File: src/serial_port_pkg.sv
// constants, register layout and state record of the serial port
package serial_port_pkg;

	// register word indices; byte address is four times the index
	localparam logic [5:0] IDX_DATA = 6'h05;
	localparam logic [5:0] IDX_CTRL = 6'h14;
	localparam logic [5:0] IDX_STAT = 6'h15;

	// main control field positions
	localparam int B_IRQ_EN  = 7;
	localparam int B_OUT_EN  = 6;
	localparam int B_HALVER  = 5;
	localparam int B_MASTER  = 4;
	localparam int B_IDLE_LV = 3;
	localparam int B_PHASE   = 2;
	localparam int B_RATE_HI = 1;
	localparam int B_RATE_LO = 0;

	// reset values
	localparam logic [7:0] CTRL_RST = 8'h00;
	localparam logic [7:0] DATA_RST = 8'h00;

	// edge count of the last serial clock transition of a byte
	localparam logic [3:0] LAST_EDGE = 4'hf;

	// serial engine states
	typedef enum logic [2:0] {
		ST_IDLE   = 3'b001,
		ST_MSHIFT = 3'b010,
		ST_SSEL   = 3'b100
	} st_t;

	typedef struct packed {
		logic [7:0] ctrl;
		logic       out_off;
		logic       sel_ovr;
		logic       sel_lvl;
		logic       done_f;
		logic       coll_f;
		logic       ovr_f;
		logic       fault_f;
		logic       done_arm;
		logic       ovr_arm;
		logic       fault_arm;
		logic       coll_arm;
		st_t        st;
		logic [5:0] div;
		logic [3:0] ecnt;
		logic [7:0] shreg;
		logic [7:0] rx_buf;
		logic       out_bit;
		logic       sck;
		logic       ss_s1;
		logic       ss_s2;
		logic       sck_s1;
		logic       sck_s2;
		logic       sck_s3;
		logic       mosi_s1;
		logic       mosi_s2;
		logic       miso_s1;
		logic       miso_s2;
		logic       ack;
		logic [7:0] dat;
		logic       irq;
		logic       sck_oe;
		logic       mosi_oe;
		logic       miso_oe;
	} state_t;

endpackage : serial_port_pkg

File: src/serial_port.sv
// byte-wide serial peripheral port with classic wishbone register slave
//
// What this block does
// - phase bit 0 captures on first clock transition, 1 on second.
// - master clock is system clock over 2,4,8,16,32,64 per rate bits.
// - low rate bits do nothing in slave mode.
// - done flag bit 7 sets at each byte end, interrupt if enabled.
// - done flag clears after status access then data read or write.
// - data writes are ignored while the done flag is set.
// - collision flag bit 6 sets on data write during shifting.
// - overrun bit 5 sets when byte ends with done flag still set.
// - overrun clears after status read then data read or write.
// - fault bit 4 sets when select goes low in master mode.
// - fault clears after status access while set, then control write.
// - status bit 2 releases the serial data output.
// - status bit 1 ignores the select pin, uses internal select bit.
// - internal select bit is active low when override is on.
// - received byte copied to buffer at byte end unless done is still set; reads return buffer.
// - master transfer starts only on a data register write.
// - data write loads the shift register directly.
// - collision flag raises no interrupt.
// - fault clears output enable and master select.
// - idle clock level follows the idle level bit.
//
// The implementer's own choice: register access over Wishbone.
`timescale 1ns/1ps

module serial_port (
	input  wire logic        SYS_CLK,
	input  wire logic        RST,
	input  wire logic        WB_CYC_I,
	input  wire logic        WB_STB_I,
	input  wire logic        WB_WE_I,
	input  wire logic [7:0]  WB_ADR_I,
	input  wire logic [3:0]  WB_SEL_I,
	input  wire logic [31:0] WB_DAT_I,
	output logic      [31:0] WB_DAT_O,
	output logic             WB_ACK_O,
	input  wire logic        SCK_I,
	output logic             SCK_O,
	output logic             SCK_OE,
	input  wire logic        MOSI_I,
	output logic             MOSI_O,
	output logic             MOSI_OE,
	input  wire logic        MISO_I,
	output logic             MISO_O,
	output logic             MISO_OE,
	input  wire logic        SS_N_I,
	output logic             IRQ_O
);

	////////////////////////////////////////////////////////////////////////////
	// rate decode

	// half period in system clocks; the halver bit doubles the rate
	function automatic logic [5:0] half_cycles(input logic [2:0] rate);
		case (rate)
			3'b100:  half_cycles = 6'h01;
			3'b000:  half_cycles = 6'h02;
			3'b101:  half_cycles = 6'h02;
			3'b001:  half_cycles = 6'h04;
			3'b110:  half_cycles = 6'h08;
			3'b010:  half_cycles = 6'h10;
			3'b111:  half_cycles = 6'h10;
			3'b011:  half_cycles = 6'h20;
			default: half_cycles = 6'h02;
		endcase
	endfunction : half_cycles

	serial_port_pkg::state_t r;
	serial_port_pkg::state_t n;

	logic       acc;
	logic       wr;
	logic       rd;
	logic [5:0] idx;
	logic       tx_wr;
	logic       rx_rd;
	logic       stat_acc;
	logic       stat_rd;
	logic       ctrl_wr;
	logic       ss_low;
	logic       clock_phase_sel;
	logic [5:0] half;
	logic       m_edge;
	logic       s_act;
	logic       s_edge;
	logic       sh_edge;
	logic       capture;
	logic       launch;
	logic       in_bit;
	logic       done;
	logic       busy;
	logic       tx_load;
	logic [7:0] rx_byte;
	logic [7:0] stat_val;

	////////////////////////////////////////////////////////////////////////////
	// bus decode; one wait state, ack drops the cycle after
	assign acc      = WB_CYC_I & WB_STB_I & ~r.ack;
	assign wr       = acc & WB_WE_I & WB_SEL_I[0];
	assign rd       = acc & ~WB_WE_I;
	assign idx      = WB_ADR_I[7:2];
	assign tx_wr    = wr & (idx == serial_port_pkg::IDX_DATA);
	assign rx_rd    = rd & (idx == serial_port_pkg::IDX_DATA);
	assign stat_acc = acc & (idx == serial_port_pkg::IDX_STAT);
	assign stat_rd  = stat_acc & ~WB_WE_I;
	assign ctrl_wr  = wr & (idx == serial_port_pkg::IDX_CTRL);
	assign stat_val = {r.done_f, r.coll_f, r.ovr_f, r.fault_f, 1'b0,
		r.out_off, r.sel_ovr, r.sel_lvl};

	////////////////////////////////////////////////////////////////////////////
	// serial timing terms

	assign ss_low  = r.sel_ovr ? ~r.sel_lvl : ~r.ss_s2;
	assign clock_phase_sel    = r.ctrl[serial_port_pkg::B_PHASE];
	assign half    = half_cycles({r.ctrl[serial_port_pkg::B_HALVER],
		r.ctrl[serial_port_pkg::B_RATE_HI], r.ctrl[serial_port_pkg::B_RATE_LO]});
	assign m_edge  = (r.st == serial_port_pkg::ST_MSHIFT) && (r.div == half - 6'h01);
	assign s_act   = r.ctrl[serial_port_pkg::B_OUT_EN] & ~r.ctrl[serial_port_pkg::B_MASTER]
		& ss_low;
	// synced clock edge; the first sync stage is read by nothing else
	assign s_edge  = (r.st == serial_port_pkg::ST_SSEL) && s_act && (r.sck_s2 ^ r.sck_s3);
	assign sh_edge = m_edge | s_edge;
	// capture on odd or even edges
	assign capture = sh_edge & (r.ecnt[0] == clock_phase_sel);
	assign launch  = sh_edge & (r.ecnt[0] != clock_phase_sel);
	assign in_bit  = r.ctrl[serial_port_pkg::B_MASTER] ? r.miso_s2 : r.mosi_s2;
	assign done    = sh_edge & (r.ecnt == serial_port_pkg::LAST_EDGE);
	assign rx_byte = capture ? {r.shreg[6:0], in_bit} : r.shreg;
	// slave with phase 0 is busy from select, since the first edge may come anytime
	assign busy    = (r.st == serial_port_pkg::ST_MSHIFT)
		| ((r.st == serial_port_pkg::ST_SSEL) & ((r.ecnt != 4'h0) | ~clock_phase_sel));
	assign tx_load = tx_wr & ~r.done_f & ~busy;

	////////////////////////////////////////////////////////////////////////////
	// next state
	always_comb begin
		n = r;
		// synchronisers for pins
		n.ss_s1   = SS_N_I;
		n.ss_s2   = r.ss_s1;
		n.sck_s1  = SCK_I;
		n.sck_s2  = r.sck_s1;
		n.sck_s3  = r.sck_s2;
		n.mosi_s1 = MOSI_I;
		n.mosi_s2 = r.mosi_s1;
		n.miso_s1 = MISO_I;
		n.miso_s2 = r.miso_s1;

		// bus answer
		n.ack = acc;
		n.dat = 8'h00;
		if (rd) begin
			case (idx)
				serial_port_pkg::IDX_DATA: n.dat = r.rx_buf;
				serial_port_pkg::IDX_CTRL: n.dat = r.ctrl;
				serial_port_pkg::IDX_STAT: n.dat = stat_val;
				default:                   n.dat = 8'h00;
			endcase
		end

		// register writes
		if (ctrl_wr) begin
			n.ctrl = WB_DAT_I[7:0];
			// enable and master stay off while a fault is pending, unless clearing
			if (r.fault_f & ~r.fault_arm) begin
				n.ctrl[serial_port_pkg::B_OUT_EN] = 1'b0;
				n.ctrl[serial_port_pkg::B_MASTER] = 1'b0;
			end
		end
		if (stat_acc & WB_WE_I & WB_SEL_I[0]) begin
			n.out_off = WB_DAT_I[2];
			n.sel_ovr = WB_DAT_I[1];
			n.sel_lvl = WB_DAT_I[0];
		end

		// serial engine
		case (r.st)
			serial_port_pkg::ST_IDLE: begin
				n.sck  = r.ctrl[serial_port_pkg::B_IDLE_LV];
				n.div  = 6'h00;
				n.ecnt = 4'h0;
				if (tx_load & r.ctrl[serial_port_pkg::B_MASTER]
					& r.ctrl[serial_port_pkg::B_OUT_EN]) begin
					n.st = serial_port_pkg::ST_MSHIFT;
				end else if (s_act) begin
					n.st = serial_port_pkg::ST_SSEL;
				end
			end
			serial_port_pkg::ST_MSHIFT: begin
				n.div = r.div + 6'h01;
				if (m_edge) begin
					n.div  = 6'h00;
					n.sck  = ~r.sck;
					n.ecnt = r.ecnt + 4'h1;
					if (done) begin
						n.st = serial_port_pkg::ST_IDLE;
					end
				end
			end
			serial_port_pkg::ST_SSEL: begin
				if (!s_act) begin
					n.st   = serial_port_pkg::ST_IDLE;
					n.ecnt = 4'h0;
				end else if (s_edge) begin
					n.ecnt = r.ecnt + 4'h1;
				end
			end
			default: n.st = serial_port_pkg::ST_IDLE;
		endcase

		// msb first, in and out together
		if (capture) begin
			n.shreg = {r.shreg[6:0], in_bit};
		end
		if (launch) begin
			n.out_bit = r.shreg[7];
		end
		if (tx_load) begin
			n.shreg   = WB_DAT_I[7:0];
			n.out_bit = WB_DAT_I[7];
		end

		// arming steps of the clearing sequences
		if (stat_acc & r.done_f) n.done_arm = 1'b1;
		if (stat_rd & r.ovr_f) n.ovr_arm = 1'b1;
		if (stat_acc & r.fault_f) n.fault_arm = 1'b1;
		if (stat_rd & r.coll_f) n.coll_arm = 1'b1;
		if (r.done_arm & (rx_rd | tx_wr)) begin
			n.done_f   = 1'b0;
			n.done_arm = 1'b0;
		end
		if (r.ovr_arm & (rx_rd | tx_wr)) begin
			n.ovr_f   = 1'b0;
			n.ovr_arm = 1'b0;
		end
		// collision clears only by a data read, a write would be a new collision
		if (r.coll_arm & rx_rd) begin
			n.coll_f   = 1'b0;
			n.coll_arm = 1'b0;
		end
		if (r.fault_arm & ctrl_wr) begin
			n.fault_f   = 1'b0;
			n.fault_arm = 1'b0;
		end

		// sets come last so that they win over clears
		// done at byte end
		if (done) begin
			if (r.done_f) begin
				n.ovr_f = 1'b1;
			end else begin
				n.rx_buf = rx_byte;
			end
			n.done_f = 1'b1;
		end
		if (tx_wr & busy) begin
			n.coll_f = 1'b1;
		end
		if (r.ctrl[serial_port_pkg::B_MASTER] & ss_low) begin
			n.fault_f = 1'b1;
			n.ctrl[serial_port_pkg::B_OUT_EN] = 1'b0;
			n.ctrl[serial_port_pkg::B_MASTER] = 1'b0;
			n.st = serial_port_pkg::ST_IDLE;
		end

		n.irq     = n.ctrl[serial_port_pkg::B_IRQ_EN] & (n.done_f | n.ovr_f | n.fault_f);
		n.sck_oe  = n.ctrl[serial_port_pkg::B_OUT_EN] & n.ctrl[serial_port_pkg::B_MASTER];
		n.mosi_oe = n.sck_oe & ~n.out_off;
		n.miso_oe = n.ctrl[serial_port_pkg::B_OUT_EN] & ~n.ctrl[serial_port_pkg::B_MASTER]
			& ~n.out_off & s_act;
	end

	////////////////////////////////////////////////////////////////////////////
	// state register
	always_ff @(posedge SYS_CLK or posedge RST) begin
		if (RST) begin
			r        <= '0;
			r.ctrl   <= serial_port_pkg::CTRL_RST;
			r.rx_buf <= serial_port_pkg::DATA_RST;
			r.st     <= serial_port_pkg::ST_IDLE;
			r.ss_s1  <= 1'b1;
			r.ss_s2  <= 1'b1;
		end else begin
			r <= n;
		end
	end

	// outputs straight from the state record
	assign WB_DAT_O = {24'h000000, r.dat};
	assign WB_ACK_O = r.ack;
	assign SCK_O    = r.sck;
	assign SCK_OE   = r.sck_oe;
	assign MOSI_O   = r.out_bit;
	assign MOSI_OE  = r.mosi_oe;
	assign MISO_O   = r.out_bit;
	assign MISO_OE  = r.miso_oe;
	assign IRQ_O    = r.irq;
endmodule : serial_port

File: config.mk
export PLATFORM = sky130hd
export DESIGN_NAME = serial_port
export DESIGN_NICKNAME = d
export VERILOG_FILES = /design/src/serial_port_pkg.sv /design/src/serial_port.sv
export SDC_FILE = /design/constraint.sdc
export NUM_CORES = 1
export LEC_CHECK = 0
export ABC_AREA = 1
export BUFFER_PORTS_ARGS = -buffer_cell sky130_fd_sc_hd__clkbuf_2
export CAP_MARGIN = 20
export CORE_MARGIN = 2
export CORE_UTILIZATION = 50
export CTS_CLUSTER_SIZE = 10
export DETAILED_ROUTE_END_ITERATION = 16
export HOLD_SLACK_MARGIN = 0.08
export PLACE_DENSITY = 0.81
export RECOVER_POWER = 100
export SYNTH_ARGS = -nofsm -noshare
export SYNTH_HDL_FRONTEND = slang
export SYNTH_SLANG_ARGS = --single-unit
File: constraint.sdc
create_clock -name SYS_CLK -period 3.45 [get_ports SYS_CLK]
set_clock_uncertainty 0.1 [all_clocks]
set_input_delay 0.69 -clock SYS_CLK [delete_from_list [all_inputs] [get_ports SYS_CLK]]
set_output_delay 0.69 -clock SYS_CLK [all_outputs]
set_load 0.02 [all_outputs]
Word level (Yosys, flattened, before mapping)
Memory sizes are Yosys's and may differ from the RTL's.
Cells that the tools add are included.
Widths: inputs -> output; s select.
- register bits after elaboration: 72
- memory bits (read-only): 48
- bits of input ports: 53
- output and inout port bits: 40
- word-level logic and storage cells: 173
- memories: 1
- memories (memory ; depth ; bits a word ; rd ports ; clocked after Yosys merged registers in ; write ports ; line ; RTL):
    (no name shown) ; 8 ; 6 ; 1 ; 0 ; 0 ; serial_port.sv:57 ; case (rate)
- add/sub/neg operators: 3
- equality and inequality tests: 16
- mux-type cells: 44
- bitwise operators: 58
- reduce and logical (&&, ||, !) cells: 16
- operator list (cell ; count):
    $and 1x1->1 ; 39
    $mux 8 ; 4
    $mux 1 ; 26
    $pmux 8 s3 ; 1
    $mux 3 ; 6
    $reduce_bool 2->1 ; 7
    $mux 13 ; 1
    $eq 6x5->1 const B ; 2
    $not 1->1 ; 12
    $pmux 4 s3 ; 1
    $pmux 6 s2 ; 1
    $ne 3x2->1 const B ; 3
    $pmux 3 s3 ; 1
    $mux 4 ; 2
    $add 6x1->6 const B ; 1
    $eq 6x3->1 const B ; 1
    $eq 6x6->1 ; 1
    $or 1x1->1 ; 6
    $sub 6x1->6 const B ; 1
    $add 4x1->4 const B ; 1
    $eq 4x4->1 const B ; 1
    $ne 4x4->1 const B ; 1
    $reduce_and 2->1 ; 2
    $reduce_and 4->1 ; 1
    13 further kinds ; 15

Longest topological paths before layout
Gate-level depths: netlist of run 1.
- depth in word-level cells: 13
- mapped depth: 18
- depth with buffers taken out: 18

Worst setup path after synthesis of run 1
OpenSTA, ideal clock, no wires.
- kind: reg-to-reg
- start: reg r[65] in the netlist's numbering
- end: reg r[24] in the netlist's numbering
- library setup time: 0.117 ns
- data arrival time: 1.958 ns
- data required time: 3.233 ns
- setup slack: 1.275 ns
- stages on the path, launching flop included: 18
- buffers on the path: 0
- period minus slack after synthesis: 2.175 ns
- cells stage by stage: dfrtp_1 inv_2 nand3_2 ha_1 nand2_1 nand2_1 nor2_1 nand2_1 nor2_1 nand2_1 nor2_2 nand3_2 nand2_4 nand2_4 nor2_8 inv_4 nand2_1 nand2_1
- cells in the longest elaborated chain, start to end: 7
- elaborated cells on any way between the ends: 9
- classes of those cells: 1 x add/sub; 1 x eq/ne; 1 x mux; 3 x bitwise; 2 x reduce/logical; 1 x memory
- ends and longest elaborated chain (element ; line ; RTL):
    start, declared ; serial_port.sv:70 ; serial_port_pkg::state_t r;
    start signal, assigned ; serial_port.sv:286 ; r <= n;
    $mem_v2 8x6 * ; -- ;
    $sub 6x1->6 * ; serial_port.sv:119 ; assign m_edge = (r.st == serial_port_pkg::ST_MSHIFT) && (r.div == half - 6'h01);
    $eq 6x6->1 * ; serial_port.sv:119 ;
    $logic_and 1x1->1 * ; serial_port.sv:119 ;
    $or 1x1->1 * ; serial_port.sv:124 ; assign sh_edge = m_edge | s_edge;
    $and 1x1->1 (on tied branches) ; serial_port.sv:126, serial_port.sv:129 ;
    $mux 8 or $reduce_and 2->1 (tied branches) ; -- ;
Every way passes the cells marked *; elsewhere a longest branch is shown, timed or not.
A chain may end at the register's enable or synchronous reset.

Worst setup path in the final report of run 1
- start: reg r[69] in the netlist's numbering
- end: reg r[28] in the netlist's numbering
The elaborated chain is that of the path after synthesis.

==> impl_metrics.csv, run 1 <==
group,metric,value,unit
cells_and_area,area_growth,8.64,%
cells_and_area,multi_input_area,1470,µm²
power_and_ir_drop,p_leak,2.17,nW
drt,drt_first_pass_iters,5,
sta,max-slew-margin-rel,-13.3,%
drt,drc,0,
synth,syn_area,3750,µm²
synth,synthTopCellsByArea,"dfrtp_1 (46%), nand2_1 (13%), buf_4 (6.8%)",
sta,fin_setup_tns,0,ps
cells_and_area,final_nets,558,
setup_path,worst_setup_path_start_kind,"flop",
sta,setup_viol,0,
cells_and_area,postLayoutCellArea,4080,µm²
drt,avgViaCountPerCell,5.09,
drt,finalWirelength,8030,µm
place,place_area,3910,µm²
sta,tightestPinTransition,1700,ps
cells_and_area,antennaDiodeCount,0,
floorplan,die_area,8210,µm²
clock_tree,cts_num_sinks,72,
synth,ys_seq_area_share,48.1,%
setup_path,cp.arrival,2940,ps
run_status,violations,"max-capacitance violations, max-slew violations",
cells_and_area,register_area,1810,µm²
place,preCtsSetupSlack,846,ps
power_and_ir_drop,p_int,1.53,mW
job,maxCapViolations,1,
synth,ys_seq_elements,72,
place,dp_cells,589,
worst_hold_path,holdPathStages,0,
synth,ys_warn_count,0,
synth,synthFlopType,"dfrtp_1",
synth,avgSynthCellArea,8.14,µm²
sta,finalHoldViolCount,0,
sta,rsz0062_at_grt,"no",
setup_path,ff2ff_setup_slack,660,ps
synth,syn_inst,461,
worst_hold_path,min_from,"n[15]$_DFF_PP0_",
clock_tree,insertion_delay,350,ps
power_and_ir_drop,vdd_drop_max,0.304,mV
global_routing,overflow,0,
clock_tree,numCtsBuffers,9,
sta,max_freq,0.359,GHz
floorplan,rows,31,
clock_tree,cts_tree,"built",
clock_tree,post_cts_buffers,0,
floorplan,core_area,7250,µm²
place,port_buffers,39,
clock_tree,clockBufferDepth,2,
power_and_ir_drop,p_switching,766,µW
drt,final_antenna_net_count,0,
floorplan,start_util,51.7,%
drt,avgRoutedWirePerCell,13.3,µm
setup_path,path_cells,"inv_1 -> nand2_1 -> nand3_1 -> ha_1 -> nand2_1 -> nand2_1 -> nor2_1 -> nand2_1 -> nor2_1 -> nand2_1 -> nor2_1 -> nand3_1 -> nand2_4 -> nand2_4 -> nor2_8 -> inv_4 -> nand2_1 -> nand2_1",
clock_tree,ctsHoldBuffers,0,
worst_hold_path,hold_end,"r[15]$_DFF_PP0_",
synth,synth_edf_count,0,
sta,min_period,2790,ps
global_routing,grt_pass1_vias,2921,
place,place_congestion,0.885,
global_routing,grt_pass1_wl,13700,µm
synth,synth_cell_types,43,
setup_path,cp_slowest_stage_delay,410,ps
setup_path,path_buf_inv,2,
sta,maxSlewViolCount,47,
cells_and_area,final_cells,605,
synth,synth_most_common_cell,"nand2_1",
synth,async_flop_share,100,%
synth,synth.largest_area_cell,"dfrtp_1",
power_and_ir_drop,power_frac_comb,23.5,%
drt,vias,3081,
power_and_ir_drop,finalPower,2.30,mW
clock_tree,cts_root_buf,"clkbuf_8",
sta,worst_hold_slack,250,ps
global_routing,grt_use_total,21.1,%
drt,drtIter0Drc,233,
power_and_ir_drop,pwr-share-clk,32.3,%
sta,setup_slack,662,ps
cells_and_area,drive_gt1_share,10.9,%
setup_path,worstPathRequired,3600,ps
floorplan,die_h,90.6,µm
setup_path,r2r-start,"r[69]$_DFFE_PP0P_",
setup_path,critPathCaptureType,"flop",
power_and_ir_drop,p_seq_share,44.2,%
clock_tree,cts_max_level,3,
global_routing,grt_antenna_before_repair,0,
synth,synth.top_cell.area_share,46.0,%
setup_path,cp_slowest_cell,"dfrtp_1",
power_and_ir_drop,swShare,33.3,%
sta,min_period_over_period,80.8,%
clock_tree,cts_resized,0,
worst_hold_path,hold_class,"flop to flop",
place,place_hpwl,5970,µm
floorplan,die_w,90.6,µm
synth,ys_top_cells_by_count,"nand2_1 (126), dfrtp_1 (69), inv_1 (62)",
run_status,outcome,"finished with violations",
floorplan,ioPinCount,93,
power_and_ir_drop,p_per_area,564,nW/µm²
clock_tree,clk_pin_slew,80,ps
setup_path,r2r_cells,18,
cells_and_area,utilization,56.2,%
setup_path,crit_path_frequent_cell,"nand2_1",
setup_path,regToRegEndpoint,"r[28]$_DFFE_PP0P_",
setup_path,cp_max_fo,12,
cells_and_area,num-fill-cells,672,
global_routing,grt_max_degree,47,
setup_path,critPathKind,"flop to flop",
setup_path,crit_family,"simple AND/OR/NAND/NOR gates",
-- worst register-to-register path, cell delays in order, from the launching register on --
cell     delay, ps
dfrtp_1        410
inv_1          200
nand2_1        120
nand3_1        110
ha_1           240
nand2_1         70
nand2_1         50
nor2_1          80
nand2_1         50
nor2_1          80
nand2_1         50
nor2_1         140
nand3_1        230
nand2_4        220
nand2_4        120
nor2_8         180
inv_4           80
nand2_1         80
nand2_1         60
-- final cells by class --
cell class              count  area share (%)
clock buffers              11            3.47
clock inverters             5            1.96
inverters                  69            6.41
flip-flops and latches     72            44.3
repair buffers             42            4.67
well taps                  99            3.04
multi-input cells         307            36.2
-- cell families (layout without fill, tap and decap cells) --
family	count (synthesis)	after routing	share of synthesized area (%)
other cells	1	24	0.0999
mux	2	2	0.567
xor+xnor	6	6	1.40
flops	72	72	48.1
buf+inv	105	127	14.2
simple gates	229	229	27.6
fa+ha+maj	4	4	1.33
compound gates	42	42	6.67
-- per-layer routing --
metal | GRT usage [%] | part of all wire [%]
met1 | 27.4 | 43
met2 | 34.8 | 49
met3 | 5.93 | 7.1
met4 | 5.64 | 1.4
met5 | 0 | 0
-- power by group through the flow --
stage                     registers (mW)  clock network [mW]  logic (mW)
final                               1.02               0.742       0.541
after global routing                1.03               0.794       0.615
after CTS                           1.02               0.753       0.547
after detailed placement            1.03                   0       0.542
after global placement              1.03                   0       0.516
after floorplan                     1.04                   0       0.411
-- sequential cells by signal (all words and copies together), names as in the netlist --
register / count
n: 5
WB_DAT_O: 8
MISO_O: 1
IRQ_O: 1
MISO_OE: 1
SCK_O: 1
WB_ACK_O: 1
SCK_OE: 1
MOSI_OE: 1
clock_phase_sel: 1
r: 51
-- how the worst max path moves through the flow --
stage	startpoint	endpoint	slack [ps]	depth (start not counted)
after floorplan	RST	IRQ_O$_DFF_PP0_	840	1
after global placement	r[65]$_DFFE_PP0P_	r[24]$_DFFE_PP0P_	940	17
after detailed placement	r[65]$_DFFE_PP0P_	r[28]$_DFFE_PP0P_	850	17
after CTS	r[65]$_DFFE_PP0P_	r[28]$_DFFE_PP0P_	840	17
after global routing	r[69]$_DFFE_PP0P_	r[28]$_DFFE_PP0P_	330	18
final	r[69]$_DFFE_PP0P_	r[28]$_DFFE_PP0P_	660	18
-- layout by cell type, fill, tap and decap left out, types with 2 or more instances in the layout --
master	instances
nand2_1	127
dfrtp_1	69
inv_1	64
nand3_1	44
nor2_1	31
conb_1	24
clkbuf_2	23
clkbuf_1	19
o21ai_0	18
a21oi_1	10
clkbuf_8	10
nand4_1	9
xor2_1	5
nor3_1	5
o211ai_1	4
ha_1	4
a31oi_1	3
dfstp_2	3
inv_2	2
nand3_2	2
nand2_4	2
clkinv_1	2
bufinv_16	2
clkinvlp_4	2
No activity file was read; power rests on OpenSTA's default activity.
==> run 2: changes to the inputs <==
==> constraint.sdc (replaced) <==
create_clock -name SYS_CLK -period 2.9 [get_ports SYS_CLK]
set_clock_uncertainty 0.1 [all_clocks]
set_input_delay 0.58 -clock SYS_CLK [delete_from_list [all_inputs] [get_ports SYS_CLK]]
set_output_delay 0.58 -clock SYS_CLK [all_outputs]
set_load 0.02 [all_outputs]
==> run 2 against run 1 <==
Against the previous run:
- the run now ends clean
- combinational power grew 18%
- clock power grew 19%
- sequential share of layout area shrank 0.15 points
- sequential cell count is the same
- critical path depth shrank 1
- non-clock buffer count grew 1
- die area is the same
- critical path type unchanged
==> impl_metrics.csv, run 2 (synthesis gave the netlist of run 1 again) <==
group,metric,value,unit
drt,avgViaCountPerCell,5.12,
floorplan,die_area,8210,µm²
job,maxCapViolations,0,
setup_path,cp_num_cells,17,
clock_tree,cts_tree,"built",
sta,setup_viol,0,
setup_path,path_buf_inv,2,
setup_path,r2r-start,"r[65]$_DFFE_PP0P_",
clock_tree,cts_resized,0,
cells_and_area,final_nets,559,
floorplan,core_area,7250,µm²
drt,final_antenna_net_count,0,
drt,avgRoutedWirePerCell,12.9,µm
setup_path,cp_max_fo,12,
power_and_ir_drop,p_per_area,669,nW/µm²
power_and_ir_drop,p_leak,2.17,nW
global_routing,met1_usage,26.9,%
global_routing,use_met2,32.5,%
setup_path,worstPathRequired,3050,ps
sta,maxSlewViolCount,0,
floorplan,die_h,90.6,µm
global_routing,use_met3,3.76,%
setup_path,critPathKind,"flop to flop",
setup_path,crit_family,"simple AND/OR/NAND/NOR gates",
setup_path,path_cells,"inv_2 -> nand3_1 -> ha_1 -> nand2_1 -> nand2_1 -> nor2_1 -> nand2_1 -> nor2_1 -> nand2_1 -> nor2_2 -> nand3_2 -> nand2_4 -> nand2_4 -> nor2_8 -> inv_4 -> nand2_1 -> nand2_1",
drt,vias,3103,
cells_and_area,antennaDiodeCount,0,
setup_path,critPathCaptureType,"flop",
setup_path,cp_slowest_cell,"dfrtp_1",
place,port_buffers,39,
setup_path,crit_end,"r[29]$_DFFE_PP0P_",
power_and_ir_drop,finalPower,2.74,mW
clock_tree,clk_pin_slew,70,ps
floorplan,die_w,90.6,µm
drt,finalWirelength,7840,µm
floorplan,rows,31,
sta,max_freq,0.379,GHz
sta,min_period_over_period,91.1,%
floorplan,start_util,51.7,%
clock_tree,clockBufferDepth,2,
sta,min_period,2640,ps
drt,drtIter0Drc,249,
sta,max-slew-margin-rel,30.8,%
cells_and_area,layout_common_cells,"nand2_1 (126), dfrtp_1 (69), inv_1 (63), nand3_1 (44), nor2_1 (30)",
worst_hold_path,hold_class,"input pin to flop",
setup_path,crit_start,"r[65]$_DFFE_PP0P_",
cells_and_area,final_common_cell,"nand2_1",
cells_and_area,area_growth,9.00,%
setup_path,ff2ff_setup_slack,260,ps
global_routing,grt_pass1_wl,13200,µm
place,place_hpwl,6020,µm
global_routing,grt_use_total,20.3,%
setup_path,regToRegEndpoint,"r[29]$_DFFE_PP0P_",
setup_path,r2r_cells,17,
cells_and_area,top_register,"r",
clock_tree,cts_root_buf,"clkbuf_8",
clock_tree,cts_max_level,3,
sta,tightestPinTransition,1040,ps
cells_and_area,largest_reg_flops,51,
clock_tree,ctsHoldBuffers,0,
floorplan,ioPinCount,93,
place,place_congestion,0.875,
drt,drt_first_pass_iters,5,
clock_tree,numCtsBuffers,9,
global_routing,gr-max-usage-layer,"met2",
global_routing,overflow,0,
power_and_ir_drop,vdd_drop_max,0.347,mV
setup_path,worst_setup_path_start_kind,"flop",
drt,drc,0,
setup_path,cp.arrival,2790,ps
cells_and_area,drive_gt1_share,11.8,%
setup_path,cp_slowest_stage_delay,430,ps
global_routing,grt_pass1_vias,2817,
clock_tree,insertion_delay,350,ps
global_routing,grt_antenna_before_repair,0,
setup_path,crit_path_frequent_cell,"nand2_1",
clock_tree,post_cts_buffers,0,
sta,finalHoldViolCount,0,
clock_tree,cts_num_sinks,72,
run_status,outcome,"completed",
sta,fin_setup_tns,0,ps
sta,rsz0062_at_grt,"no",
sta,worst_hold_slack,210,ps
global_routing,grt_max_degree,29,
-- run 2: cell types whose count changed in the layout (fill, tap and decap cells not counted), sizes merged --
cell,before,now
clkbuf,52,53
-- run 2: worst reg2reg max path, cell delays in order, from the launching register on --
cell     delay, ps
dfrtp_1        430
inv_2          150
nand3_1        150
ha_1           350
nand2_1         70
nand2_1         50
nor2_1          80
nand2_1         50
nor2_1          80
nand2_1         70
nor2_2         120
nand3_2        150
nand2_4        180
nand2_4        120
nor2_8         190
inv_4           80
nand2_1         70
nand2_1         50
-- run 2: per-layer routing --
| metal | vias up | share of wire (%) | wire length (µm) |
|---|---|---|---|
| met5 | - | 0 | 0 |
| met4 | 0 | 2.6 | 201 |
| met3 | 18 | 7.4 | 583 |
| met2 | 138 | 47 | 3660 |
| met1 | 1464 | 43 | 3390 |
| li1 | 1483 | - | - |
-- run 2: power by group --
group          switching [mW]  internal, mW
Sequential             0.0688          1.14
Combinational           0.461         0.180
Clock                   0.380         0.507
Total                   0.909          1.83
-- run 2: worst min-delay path by stage --
stage                    startpoint         endpoint  slack, ps  depth (start not counted)
floorplan           n[18]$_DFF_PP0_  n[17]$_DFF_PP0_        230                          0
CTS                             RST  n[15]$_DFF_PP0_        170                          2
finish                       SS_N_I  n[20]$_DFF_PP1_        210                          1
global route                 SS_N_I  n[20]$_DFF_PP1_        210                          1
detailed placement  n[13]$_DFF_PP0_  r[13]$_DFF_PP0_        240                          0
global placement    n[15]$_DFF_PP0_  r[15]$_DFF_PP0_        230                          0
-- run 2: per-stage QoR --
step	cells	setup WS [ps]	utilization [%]	cell area [µm²]
after floorplan	484	400	-	3840
after global placement	590	367	54.0	3920
after detailed placement	590	298	54.0	3920
after CTS	606	290	57.0	4140
after global routing	606	53.6	56.4	4090
final	606	258	56.4	4090
-- run 2: layout make-up --
cell class | count | area [µm²]
fillers | 672 | 3160
flip-flops and latches | 72 | 1810
multi-input cells | 307 | 1480
inverters | 69 | 262
repair buffers | 43 | 195
clock buffers | 11 | 141
well taps | 99 | 124
clock inverters | 5 | 80.1
